### src/hw/pie_defs.svh
`ifndef PIE_DEFS_SVH
`define PIE_DEFS_SVH
// phase counter runs t0..t8
`define PIE_PHASE_LAST   4'h8
`define PIE_PHASE_T0     4'h0
`define PIE_PHASE_T4     4'h4
`define PIE_PHASE_T6     4'h6
// insert mode code loaded into the program mode latch
`define PIE_MODE_INSERT  2'h3
`define PIE_MODE_MANUAL  2'h0
// debounce delay in clock cycles
`define PIE_DEBOUNCE_CYC 4'h9
// marker counter width and reset value
`define PIE_MARKER_W     9
`define PIE_MARKER_RST   9'h000
`endif

### src/hw/pie_pkg.sv
`default_nettype none
package pie_pkg;
  // key events from the keyboard scanner and slot events from the shift registers
  typedef struct packed {
    logic insertKey;     // insert key decoded and held
    logic instrKey;      // instruction key decoded and held
    logic resetKey;      // reset key pressed
    logic firstData;     // first data event
    logic nullOut;       // null word leaving the shift registers
    logic [8:0] slotIdx; // slot index leaving the shift registers
  } pie_key_type;
  // path select levels toward the shift register input
  typedef struct packed {
    logic counterSourceSelectN; // low selects key-scan counter
    logic delayPathSelect;      // high selects delayed data path when counterSourceSelectN is high
  } pie_path_type;
endpackage : pie_pkg
`default_nettype wire

### src/hw/pie_phase_counter.sv
`default_nettype none
`include "pie_defs.svh"
module pie_phase_counter (
  // clock and reset
  input  wire logic       clk,
  input  wire logic       rst_b,
  // phase outputs
  output logic [3:0]      phase,
  output logic            phaseT04,
  output logic            phaseT6
);
  typedef struct packed {
    logic [3:0] ph;
  } pie_ph_state_type;
  pie_ph_state_type st_reg; // phase state
  pie_ph_state_type st_next;

  // advance t0..t8 and wrap
  always_comb begin
    st_next = st_reg;
    if (st_reg.ph == `PIE_PHASE_LAST) begin
      st_next.ph = `PIE_PHASE_T0;
    end else begin
      st_next.ph = st_reg.ph + 4'h1;
    end
  end

  // register the phase
  always_ff @(posedge clk) begin
    if (!rst_b) begin
      st_reg <= '0;
    end else begin
      st_reg <= st_next;
    end
  end

  assign phase    = st_reg.ph;
  assign phaseT04 = (st_reg.ph == `PIE_PHASE_T0) ||
                    (st_reg.ph == `PIE_PHASE_T4);
  assign phaseT6  = (st_reg.ph == `PIE_PHASE_T6);

  // phase never leaves range
  property p_phase_range;
    @(posedge clk) disable iff (!rst_b) st_reg.ph <= `PIE_PHASE_LAST;
  endproperty
  a_phase_range: assert property (p_phase_range)
    else $error("phase out of range");
endmodule // pie_phase_counter
`default_nettype wire

### src/hw/pie_debounce.sv
`default_nettype none
`include "pie_defs.svh"
module pie_debounce (
  // clock and reset
  input  wire logic       clk,
  input  wire logic       rst_b,
  // control
  input  wire logic       start,
  input  wire logic       abort,
  // result
  output logic            expired
);
  typedef struct packed {
    logic [3:0] cnt;
    logic       run;
    logic       done;
  } pie_db_state_type;
  pie_db_state_type st_reg; // debounce state
  pie_db_state_type st_next;

  // count the bounce delay once started
  always_comb begin
    st_next = st_reg;
    st_next.done = 1'b0;
    if (abort) begin
      st_next.run = 1'b0;
      st_next.cnt = 4'h0;
    end else if (start && !st_reg.run) begin
      st_next.run = 1'b1;
      st_next.cnt = 4'h0;
    end else if (st_reg.run) begin
      if (st_reg.cnt == `PIE_DEBOUNCE_CYC - 4'h1) begin
        st_next.run  = 1'b0;
        st_next.done = 1'b1;
      end else begin
        st_next.cnt = st_reg.cnt + 4'h1;
      end
    end
  end

  // register
  always_ff @(posedge clk) begin
    if (!rst_b) begin
      st_reg <= '0;
    end else begin
      st_reg <= st_next;
    end
  end

  assign expired = st_reg.done;
endmodule // pie_debounce
`default_nettype wire

### src/hw/pie_insert_ctrl.sv
`default_nettype none
`include "pie_defs.svh"
module pie_insert_ctrl (
  // clock and reset
  input  wire logic                 clk,
  input  wire logic                 rst_b,
  // keyboard events
  input  wire pie_pkg::pie_key_type keyIn,
  // key-scan counter data, delayed data and direct data
  input  wire logic [7:0]           keyScanData,
  input  wire logic [7:0]           delayedData,
  input  wire logic [7:0]           directData,
  // mode and status
  output logic [1:0]                programModeLatch,
  output logic                      modeLoadStrobeN,
  output logic                      insertModeActiveN,
  output logic                      programModePulse,
  output logic                      keyboardSkipEnable,
  output logic                      insertConstant,
  output logic                      insertConstantN,
  output logic                      editStatusLatch,
  output logic                      keySeen,
  output logic                      scanHalt,
  // insert sequencing
  output logic                      firstDataPending,
  output logic                      markerZeroFlag,
  output logic                      markerPendingFlag,
  output logic                      insertWritePermitN,
  output logic                      deleteInsertFlag,
  output pie_pkg::pie_path_type     pathSel,
  output logic [`PIE_MARKER_W-1:0]  markerCount,
  output logic [7:0]                shiftInData
);
  // phase taps and debounce expiry
  logic [3:0] phase;
  logic       phaseT04;
  logic       phaseT6;
  logic       dbExpired;

  // all block state
  typedef struct packed {
    logic       keySeen;      // key-seen
    logic       debounced;    // debounced key
    logic       clrDebounce;  // clear-debounce latch
    logic       decoderOff;   // mode decoder disabled
    logic [1:0] modeLatch;    // program mode latch
    logic       insertMode;   // insert mode levels held
    logic       progMode;     // program mode flip-flop
    logic       deleteNull;   // delete-or-null flag
    logic       falseFirst;   // false-first-data flag
    logic       editLatch;    // edit status latch
    logic       pending;      // first data pending
    logic       mZero;        // marker zero flag
    logic       mPend;        // marker pending flag
    logic       delIns;       // delete/insert flag
    logic       nullSeen;     // null permits reset
    logic [`PIE_MARKER_W-1:0] marker;
    logic [7:0] dataOut;      // shift register input word
    logic       outStrobeN;
    logic       outActiveN;
    logic       outConst;
    logic       outSkip;
    logic       outPermitN;
    logic       outSrcN;
    logic       outDelay;
  } pie_state_type;
  pie_state_type st_reg;
  pie_state_type st_next;

  // phase counter
  pie_phase_counter uPhase (
    .clk      (clk),
    .rst_b    (rst_b),
    .phase    (phase),
    .phaseT04 (phaseT04),
    .phaseT6  (phaseT6)
  );

  // bounce delay timer
  pie_debounce uDebounce (
    .clk     (clk),
    .rst_b   (rst_b),
    .start   (st_reg.keySeen && !st_reg.debounced),
    .abort   (!(keyIn.insertKey || keyIn.instrKey)),
    .expired (dbExpired)
  );

  // next state of the whole block
  always_comb begin
    logic permitN;
    logic srcN;
    logic dly;
    st_next = st_reg;
    permitN = 1'b1;
    srcN    = 1'b1;
    dly     = 1'b0;
    // key-seen follows a decoded key
    st_next.keySeen = keyIn.insertKey || keyIn.instrKey;
    if (dbExpired && st_reg.keySeen) begin
      st_next.debounced = 1'b1;
    end
    // debounced insert key loads mode 3
    if (st_reg.debounced && keyIn.insertKey && !st_reg.insertMode) begin
      st_next.modeLatch   = `PIE_MODE_INSERT;
      st_next.decoderOff  = 1'b1;
      st_next.clrDebounce = 1'b1;
      st_next.progMode    = 1'b1;
    end
    // program mode holds while key held
    if (!st_reg.keySeen) begin
      st_next.progMode = 1'b0;
    end
    // debounced clears at t6
    if (phaseT6 && st_reg.debounced) begin
      st_next.debounced   = 1'b0;
      st_next.clrDebounce = 1'b0;
      st_next.decoderOff  = 1'b0;
      // only the entry into insert mode arms the false-first flag,
      // later instruction debounces must leave it cleared
      if (st_reg.modeLatch == `PIE_MODE_INSERT && !st_reg.insertMode) begin
        st_next.insertMode = 1'b1;
        st_next.editLatch  = 1'b1;
        st_next.falseFirst = 1'b1;
      end
    end
    // program pulse clears delete-or-null
    if (st_reg.progMode) begin
      st_next.deleteNull = 1'b0;
    end
    // first data after release clears false flag
    if (keyIn.firstData && !st_reg.progMode && st_reg.insertMode) begin
      st_next.falseFirst = 1'b0;
    end
    // instruction key debounced then first data presets pending
    if (st_reg.insertMode && keyIn.instrKey && st_reg.debounced) begin
      st_next.mPend = 1'b1;
    end
    if (st_reg.insertMode && keyIn.firstData && st_reg.mPend) begin
      st_next.pending = 1'b1;
    end
    // marker zero at insertion slot on t0/t4
    if (phaseT04 && st_reg.pending && st_reg.marker == keyIn.slotIdx
        && !st_reg.mZero) begin
      st_next.mZero  = 1'b1;
      st_next.mPend  = 1'b0;
      st_next.marker = st_reg.marker - 9'h001;
    end
    permitN = !(st_reg.mZero && st_reg.pending);
    // t0/t4 ends the write and starts delayed path
    if (phaseT04 && st_reg.mZero && !permitN) begin
      st_next.mZero    = 1'b0;
      st_next.pending  = 1'b0;
      st_next.delIns   = 1'b1;
      st_next.nullSeen = 1'b0;
    end
    // first null permits end of delayed path
    if (st_reg.delIns && keyIn.nullOut) begin
      st_next.nullSeen = 1'b1;
    end
    if (phaseT04 && st_reg.delIns && st_reg.nullSeen) begin
      st_next.delIns   = 1'b0;
      st_next.nullSeen = 1'b0;
    end
    // path select
    srcN = permitN;
    dly  = st_reg.delIns || !permitN;
    if (!srcN) begin
      st_next.dataOut = keyScanData;
    end else if (dly) begin
      st_next.dataOut = delayedData;
    end else begin
      st_next.dataOut = directData;
    end
    // reset key returns to manual mode
    if (keyIn.resetKey) begin
      st_next.insertMode = 1'b0;
      st_next.editLatch  = 1'b0;
      st_next.modeLatch  = `PIE_MODE_MANUAL;
      st_next.delIns     = 1'b0;
      st_next.mZero      = 1'b0;
      st_next.pending    = 1'b0;
      st_next.mPend      = 1'b0;
    end
    // registered output levels
    st_next.outStrobeN = !st_next.clrDebounce;
    st_next.outActiveN = !st_next.insertMode;
    st_next.outConst   = st_next.insertMode;
    st_next.outSkip    = !st_next.insertMode;
    st_next.outPermitN = permitN;
    st_next.outSrcN    = srcN;
    st_next.outDelay   = dly;
  end

  // register state
  always_ff @(posedge clk) begin
    if (!rst_b) begin
      st_reg            <= '0;
      st_reg.outStrobeN <= 1'b1;
      st_reg.outActiveN <= 1'b1;
      st_reg.outSkip    <= 1'b1;
      st_reg.outPermitN <= 1'b1;
      st_reg.outSrcN    <= 1'b1;
    end else begin
      st_reg <= st_next;
    end
  end

  // outputs from flip-flops
  assign programModeLatch     = st_reg.modeLatch;
  assign modeLoadStrobeN      = st_reg.outStrobeN;
  assign insertModeActiveN    = st_reg.outActiveN;
  assign programModePulse     = st_reg.progMode;
  assign keyboardSkipEnable   = st_reg.outSkip;
  assign insertConstant       = st_reg.outConst;
  assign insertConstantN      = st_reg.outActiveN;
  assign editStatusLatch      = st_reg.editLatch;
  assign keySeen              = st_reg.keySeen;
  assign scanHalt             = st_reg.keySeen;
  assign firstDataPending     = st_reg.pending;
  assign markerZeroFlag       = st_reg.mZero;
  assign markerPendingFlag    = st_reg.mPend;
  assign insertWritePermitN   = st_reg.outPermitN;
  assign deleteInsertFlag     = st_reg.delIns;
  assign pathSel.counterSourceSelectN = st_reg.outSrcN;
  assign pathSel.delayPathSelect      = st_reg.outDelay;
  assign markerCount          = st_reg.marker;
  assign shiftInData          = st_reg.dataOut;

  // checks
  property p_t6_clear;
    @(posedge clk) disable iff (!rst_b)
      (phaseT6 && st_reg.debounced) |=> !st_reg.debounced;
  endproperty
  a_t6_clear: assert property (p_t6_clear)
    else $error("debounced not cleared at t6");

  property p_const_pair;
    @(posedge clk) disable iff (!rst_b)
      insertConstant != insertConstantN;
  endproperty
  a_const_pair: assert property (p_const_pair)
    else $error("insert constant pair broken");

  property p_skip_block;
    @(posedge clk) disable iff (!rst_b)
      st_reg.insertMode |-> !keyboardSkipEnable;
  endproperty
  a_skip_block: assert property (p_skip_block)
    else $error("skip enable not blocked");

  property p_retard;
    @(posedge clk) disable iff (!rst_b)
      $rose(st_reg.mZero) |-> st_reg.marker == $past(st_reg.marker) - 9'h001;
  endproperty
  a_retard: assert property (p_retard)
    else $error("marker not retarded");

  property p_zero_phase;
    @(posedge clk) disable iff (!rst_b)
      $rose(st_reg.mZero) |-> $past(phaseT04);
  endproperty
  a_zero_phase: assert property (p_zero_phase)
    else $error("marker zero off phase");

  property p_delins_set;
    @(posedge clk) disable iff (!rst_b)
      $rose(st_reg.delIns) |-> $past(phaseT04) && !st_reg.mZero;
  endproperty
  a_delins_set: assert property (p_delins_set)
    else $error("delete/insert set badly");

  property p_delins_end;
    @(posedge clk) disable iff (!rst_b)
      $fell(st_reg.delIns) && !$past(keyIn.resetKey)
        |-> $past(phaseT04) && $past(st_reg.nullSeen);
  endproperty
  a_delins_end: assert property (p_delins_end)
    else $error("delete/insert ended early");

  property p_reset_manual;
    @(posedge clk) disable iff (!rst_b)
      keyIn.resetKey |=> ##1 insertModeActiveN;
  endproperty
  a_reset_manual: assert property (p_reset_manual)
    else $error("reset key ignored");

  property p_release;
    @(posedge clk) disable iff (!rst_b)
      !st_reg.keySeen |=> !st_reg.progMode;
  endproperty
  a_release: assert property (p_release)
    else $error("program mode held after release");

  property p_false_stay;
    @(posedge clk) disable iff (!rst_b)
      (st_reg.insertMode && !st_reg.falseFirst) |=> !st_reg.falseFirst;
  endproperty
  a_false_stay: assert property (p_false_stay)
    else $error("false first data set again");

  c_insert: cover property (@(posedge clk) $rose(st_reg.insertMode));
  c_write: cover property (@(posedge clk) $rose(st_reg.mZero));
  c_delay: cover property (@(posedge clk) $fell(st_reg.delIns));
endmodule // pie_insert_ctrl
`default_nettype wire

### config.mk
export PLATFORM = sky130hd
export DESIGN_NAME = pie_insert_ctrl
export DESIGN_NICKNAME = d
export VERILOG_FILES = /design/src/hw/pie_pkg.sv /design/src/hw/pie_phase_counter.sv /design/src/hw/pie_debounce.sv /design/src/hw/pie_insert_ctrl.sv
export VERILOG_INCLUDE_DIRS = /design/src /design/src/hw
export SDC_FILE = /design/constraint.sdc
export NUM_CORES = 1
export LEC_CHECK = 0
export ABC_CLOCK_PERIOD_IN_PS = 5300
export BUFFER_PORTS_ARGS = -buffer_cell sky130_fd_sc_hd__buf_2
export CORE_MARGIN = 1.5
export CORE_UTILIZATION = 53
export CTS_CLUSTER_DIAMETER = 150
export CTS_CLUSTER_SIZE = 40
export DETAILED_ROUTE_END_ITERATION = 10
export HOLD_SLACK_MARGIN = 0.06
export PLACE_DENSITY = 0.92
export SETUP_SLACK_MARGIN = 0.15
export SYNTH_ARGS = -nofsm -noshare
export SYNTH_HDL_FRONTEND = slang
export SYNTH_SLANG_ARGS = --single-unit
export TNS_END_PERCENT = 10
### constraint.sdc
create_clock -name clk -period 5.3 [get_ports clk]
set_clock_uncertainty 0.05 [all_clocks]
set_input_delay 1.06 -clock clk [delete_from_list [all_inputs] [get_ports clk]]
set_output_delay 1.06 -clock clk [all_outputs]
set_load 0.05 [all_outputs]
==> flow_summary.json <==
{
  "seq_area_frac_synth_pct": 41.35,
  "routed_wl_mm": 4.188,
  "synth.cell_area_mm2": 0.002082,
  "final-hold-violation-count": 0,
  "tns_ps": 0,
  "clockBufferDepth": 2,
  "worstPathMaxFanout": 13,
  "gr-total-overflow": 0,
  "num-nets-final": 327,
  "grt_setup_unrepaired": "false",
  "path_clk_slew_ps": 80,
  "syn_area_per_cell_um2": 9.092,
  "timing.critical_path.max_delay_family": "flip-flops",
  "worst_slew_margin_rel_pct": 46.80,
  "netlist-cell-type-count": 42,
  "min_delay_path_depth": 2,
  "dieWidth_um": 65.68,
  "multi_input_comb_area_um2": 957.2,
  "final_util_pct": 65.19,
  "detailed_place_hpwl_mm": 3.157,
  "result_of_the_run": "finished, final reports clean",
  "dieHeight_um": 65.68,
  "gp_weighted_congestion": 0.7949,
  "cts_root_buf": "sky130_fd_sc_hd__clkbuf_8",
  "cts_tree": "done",
  "timing.critical_path.slowest_stage_cell": "sky130_fd_sc_hd__dfxtp_1",
  "postSynth.topFlopCell": "sky130_fd_sc_hd__dfxtp_1",
  "synth-edff-count": 0,
  "number_of_drc_violations_after_detailed_routing": 0,
  "cts-buffers-inserted": 5,
  "insertedDiodeCount": 0,
  "timing.critical_path.cells": "buf_2",
  "drv_cap": 0,
  "post_drt_via_cell_ratio": 5.224,
  "nFillCells": 293,
  "post_cts.repair.setup_buffers": 0,
  "async_flop_share_pct": 0,
  "worstHoldStart": "uDebounce.expired",
  "cts_hold_repair.buffers": 0,
  "worst_skew_pair_latency_ps": 290,
  "antenna_violations_before_repair": 0,
  "drive_gt1_share_pct": 32.62,
  "min_delay_worst_endpoint": "st_reg[38]",
  "path_buf_inv": 1,
  "core-area_mm2": 0.003716,
  "detailed_place.area_mm2": 0.002305,
  "postcts_resize_cnt": 0,
  "fin_crit_share_pct": 47.18,
  "effective_utilization_at_floorplan_pct": 56.03,
  "synth_top_cell_by_area": "sky130_fd_sc_hd__dfxtp_1",
  "synthCells": 229,
  "measured_slew_at_the_worst_slew_check_pin_ps": 792.0,
  "critical_path.reg2reg.endpoint": "markerCount[3]",
  "crit-reg2reg-launch": "uPhase.phase[0]",
  "clock.fmax_ghz": 0.3999,
  "io_buffer_count": 74,
  "reg2regPathDepth": 7,
  "worst-endpoint-required_ps": 4190,
  "synth.top_cells.by_area": "sky130_fd_sc_hd__dfxtp_1 (41%), sky130_fd_sc_hd__buf_4 (8.7%), sky130_fd_sc_hd__mux2i_1 (5.8%), sky130_fd_sc_hd__nor2_1 (5.6%), sky130_fd_sc_hd__xnor2_1 (5.0%)",
  "max_reg_flops": 9,
  "sequential_cell_area_um2": 860.8,
  "timing.hold.worst.class": "reg2reg",
  "boundaryPins": 75,
  "drtPass1Iterations": 4,
  "crit_path_start_kind": "flip-flop",
  "global_route_wire_length_before_repair_mm": 6.699,
  "finalMaxSlewViolations": 0,
  "crit_type": "reg2out",
  "total_via_count_after_detailed_routing": 1724,
  "max_stage_delay_ps": 720,
  "postSynthNetCount": 275,
  "fp-row-count": 22,
  "total_power_mw": 0.6575,
  "final_antenna_net_count": 0,
  "setup_viol": 0,
  "postSynthRegisterBits": 43,
  "drtIter0Drc": 45,
  "period_needed_ps": 2500,
  "final_area_mm2": 0.002422,
  "reg2reg_setup_slack_ps": 3040,
  "synth.top_cell.area_share_pct": 41.35,
  "critical_path.endpoint_type": "primary output",
  "routed_wire_length_per_instance_um": 12.69,
  "leakagePower_nw": 1.093,
  "flow.area_growth_from_synthesis_pct": 16.35,
  "cts.htree.levels": 2,
  "largest_net_degree_at_the_start_of_global_routing": 19,
  "cellPowerDensity_mw_per_mm2": 271.4,
  "number_of_global_route_vias_before_repair": 1635,
  "ir_drop_worst_vdd_uv": 170.4,
  "synth_warn": 0,
  "clkSinkCount": 43,
  "die_area_mm2": 0.004313,
  "grt_use_total_pct": 20.21,
  "worstPathArrival_ps": 1390
}
==> cell usage after synthesis, drive strengths merged, types with 3 or more instances <==
cell	n
a211oi	9
a21oi	7
and2	3
buf	26
clkbuf	3
dfxtp	43
ha	6
inv	14
mux2i	12
nand2	17
nand2b	6
nand3	3
nand4	4
nand4b	4
nor2	31
nor3	3
xnor2	12
==> worst max path at each step <==
stage	start	slack, ps	to	cells past startpoint
CTS	deleteInsertFlag	2800	deleteInsertFlag	1
global route	keyIn[0]	2670	markerCount[3]	6
detailed placement	keyIn[0]	2540	markerCount[3]	6
finish	deleteInsertFlag	2800	deleteInsertFlag	1
global placement	keyIn[0]	2630	markerCount[3]	6
floorplan	keyIn[0]	3080	markerCount[4]	6
==> area by class of cell <==
cell class | count | area share (%)
multi-input combinational | 142 | 39.51
timing repair buffer | 74 | 15.29
sequential | 43 | 35.54
inverter | 15 | 2.324
clock inverter | 2 | 1.446
tap | 48 | 2.479
clock buffer | 6 | 3.409
==> metal layers <==
layer / GRT usage, % / share of wire [%]
met5: 0 / 0
met4: 8.594 / 1.4
met3: 6.678 / 5.9
met2: 36.74 / 52
met1: 20.99 / 41
==> worst min-delay path, cell delays in order, from the launching register on <==
cell and delay, ps:
sky130_fd_sc_hd__dfxtp_1 310, sky130_fd_sc_hd__a21oi_1 50, sky130_fd_sc_hd__nor2_1 80
==> power breakdown <==
part	total, mW	switching, mW	internal, mW	leakage [nW]
sequential	0.334	0.00449	0.329	0.350
combinational	0.0639	0.0383	0.0256	0.682
clock	0.260	0.107	0.152	0.0612
==> stage by stage <==
| stage | setup slack [ps] | std cells | hold slack, ps |
|---|---|---|---|
| 2_1_floorplan | 3080 | 229 | 379.7 |
| 3_3_place_gp | 2627 | 322 | 393.5 |
| 3_5_place_dp | 2540 | 322 | 403.3 |
| 4_1_cts | 2801 | 330 | 420.9 |
| 5_1_grt | 2671 | 330 | 438.5 |
| 6_report | 2800 | 330 | 418.3 |
==> cells by family (layout without fill, tap and decap cells) <==
group	count (synthesis)	after routing	synth area share, %
xor+xnor	14	14	5.890
fa+ha+maj	6	6	3.606
flops	43	43	41.35
compound gates	27	27	9.375
simple gates	82	82	20.79
mux	13	13	6.310
buf+inv	44	97	12.68
==> layout by cell type, fill, tap and decap left out, drive strengths merged, types with 2 or more instances in the layout <==
master	instances
dfxtp	43
a21oi	7
nor4	2
and2	3
buf	74
or2	2
nand4b	4
mux2i	12
inv	14
nor3	3
nand3	3
clkinv	2
nand4	4
clkbuf	6
a211oi	9
xor2	2
ha	6
a31o	2
a311oi	2
nor2	31
a31oi	2
xnor2	12
nand2b	6
nand2	17
(Power assumes the default switching activity.)
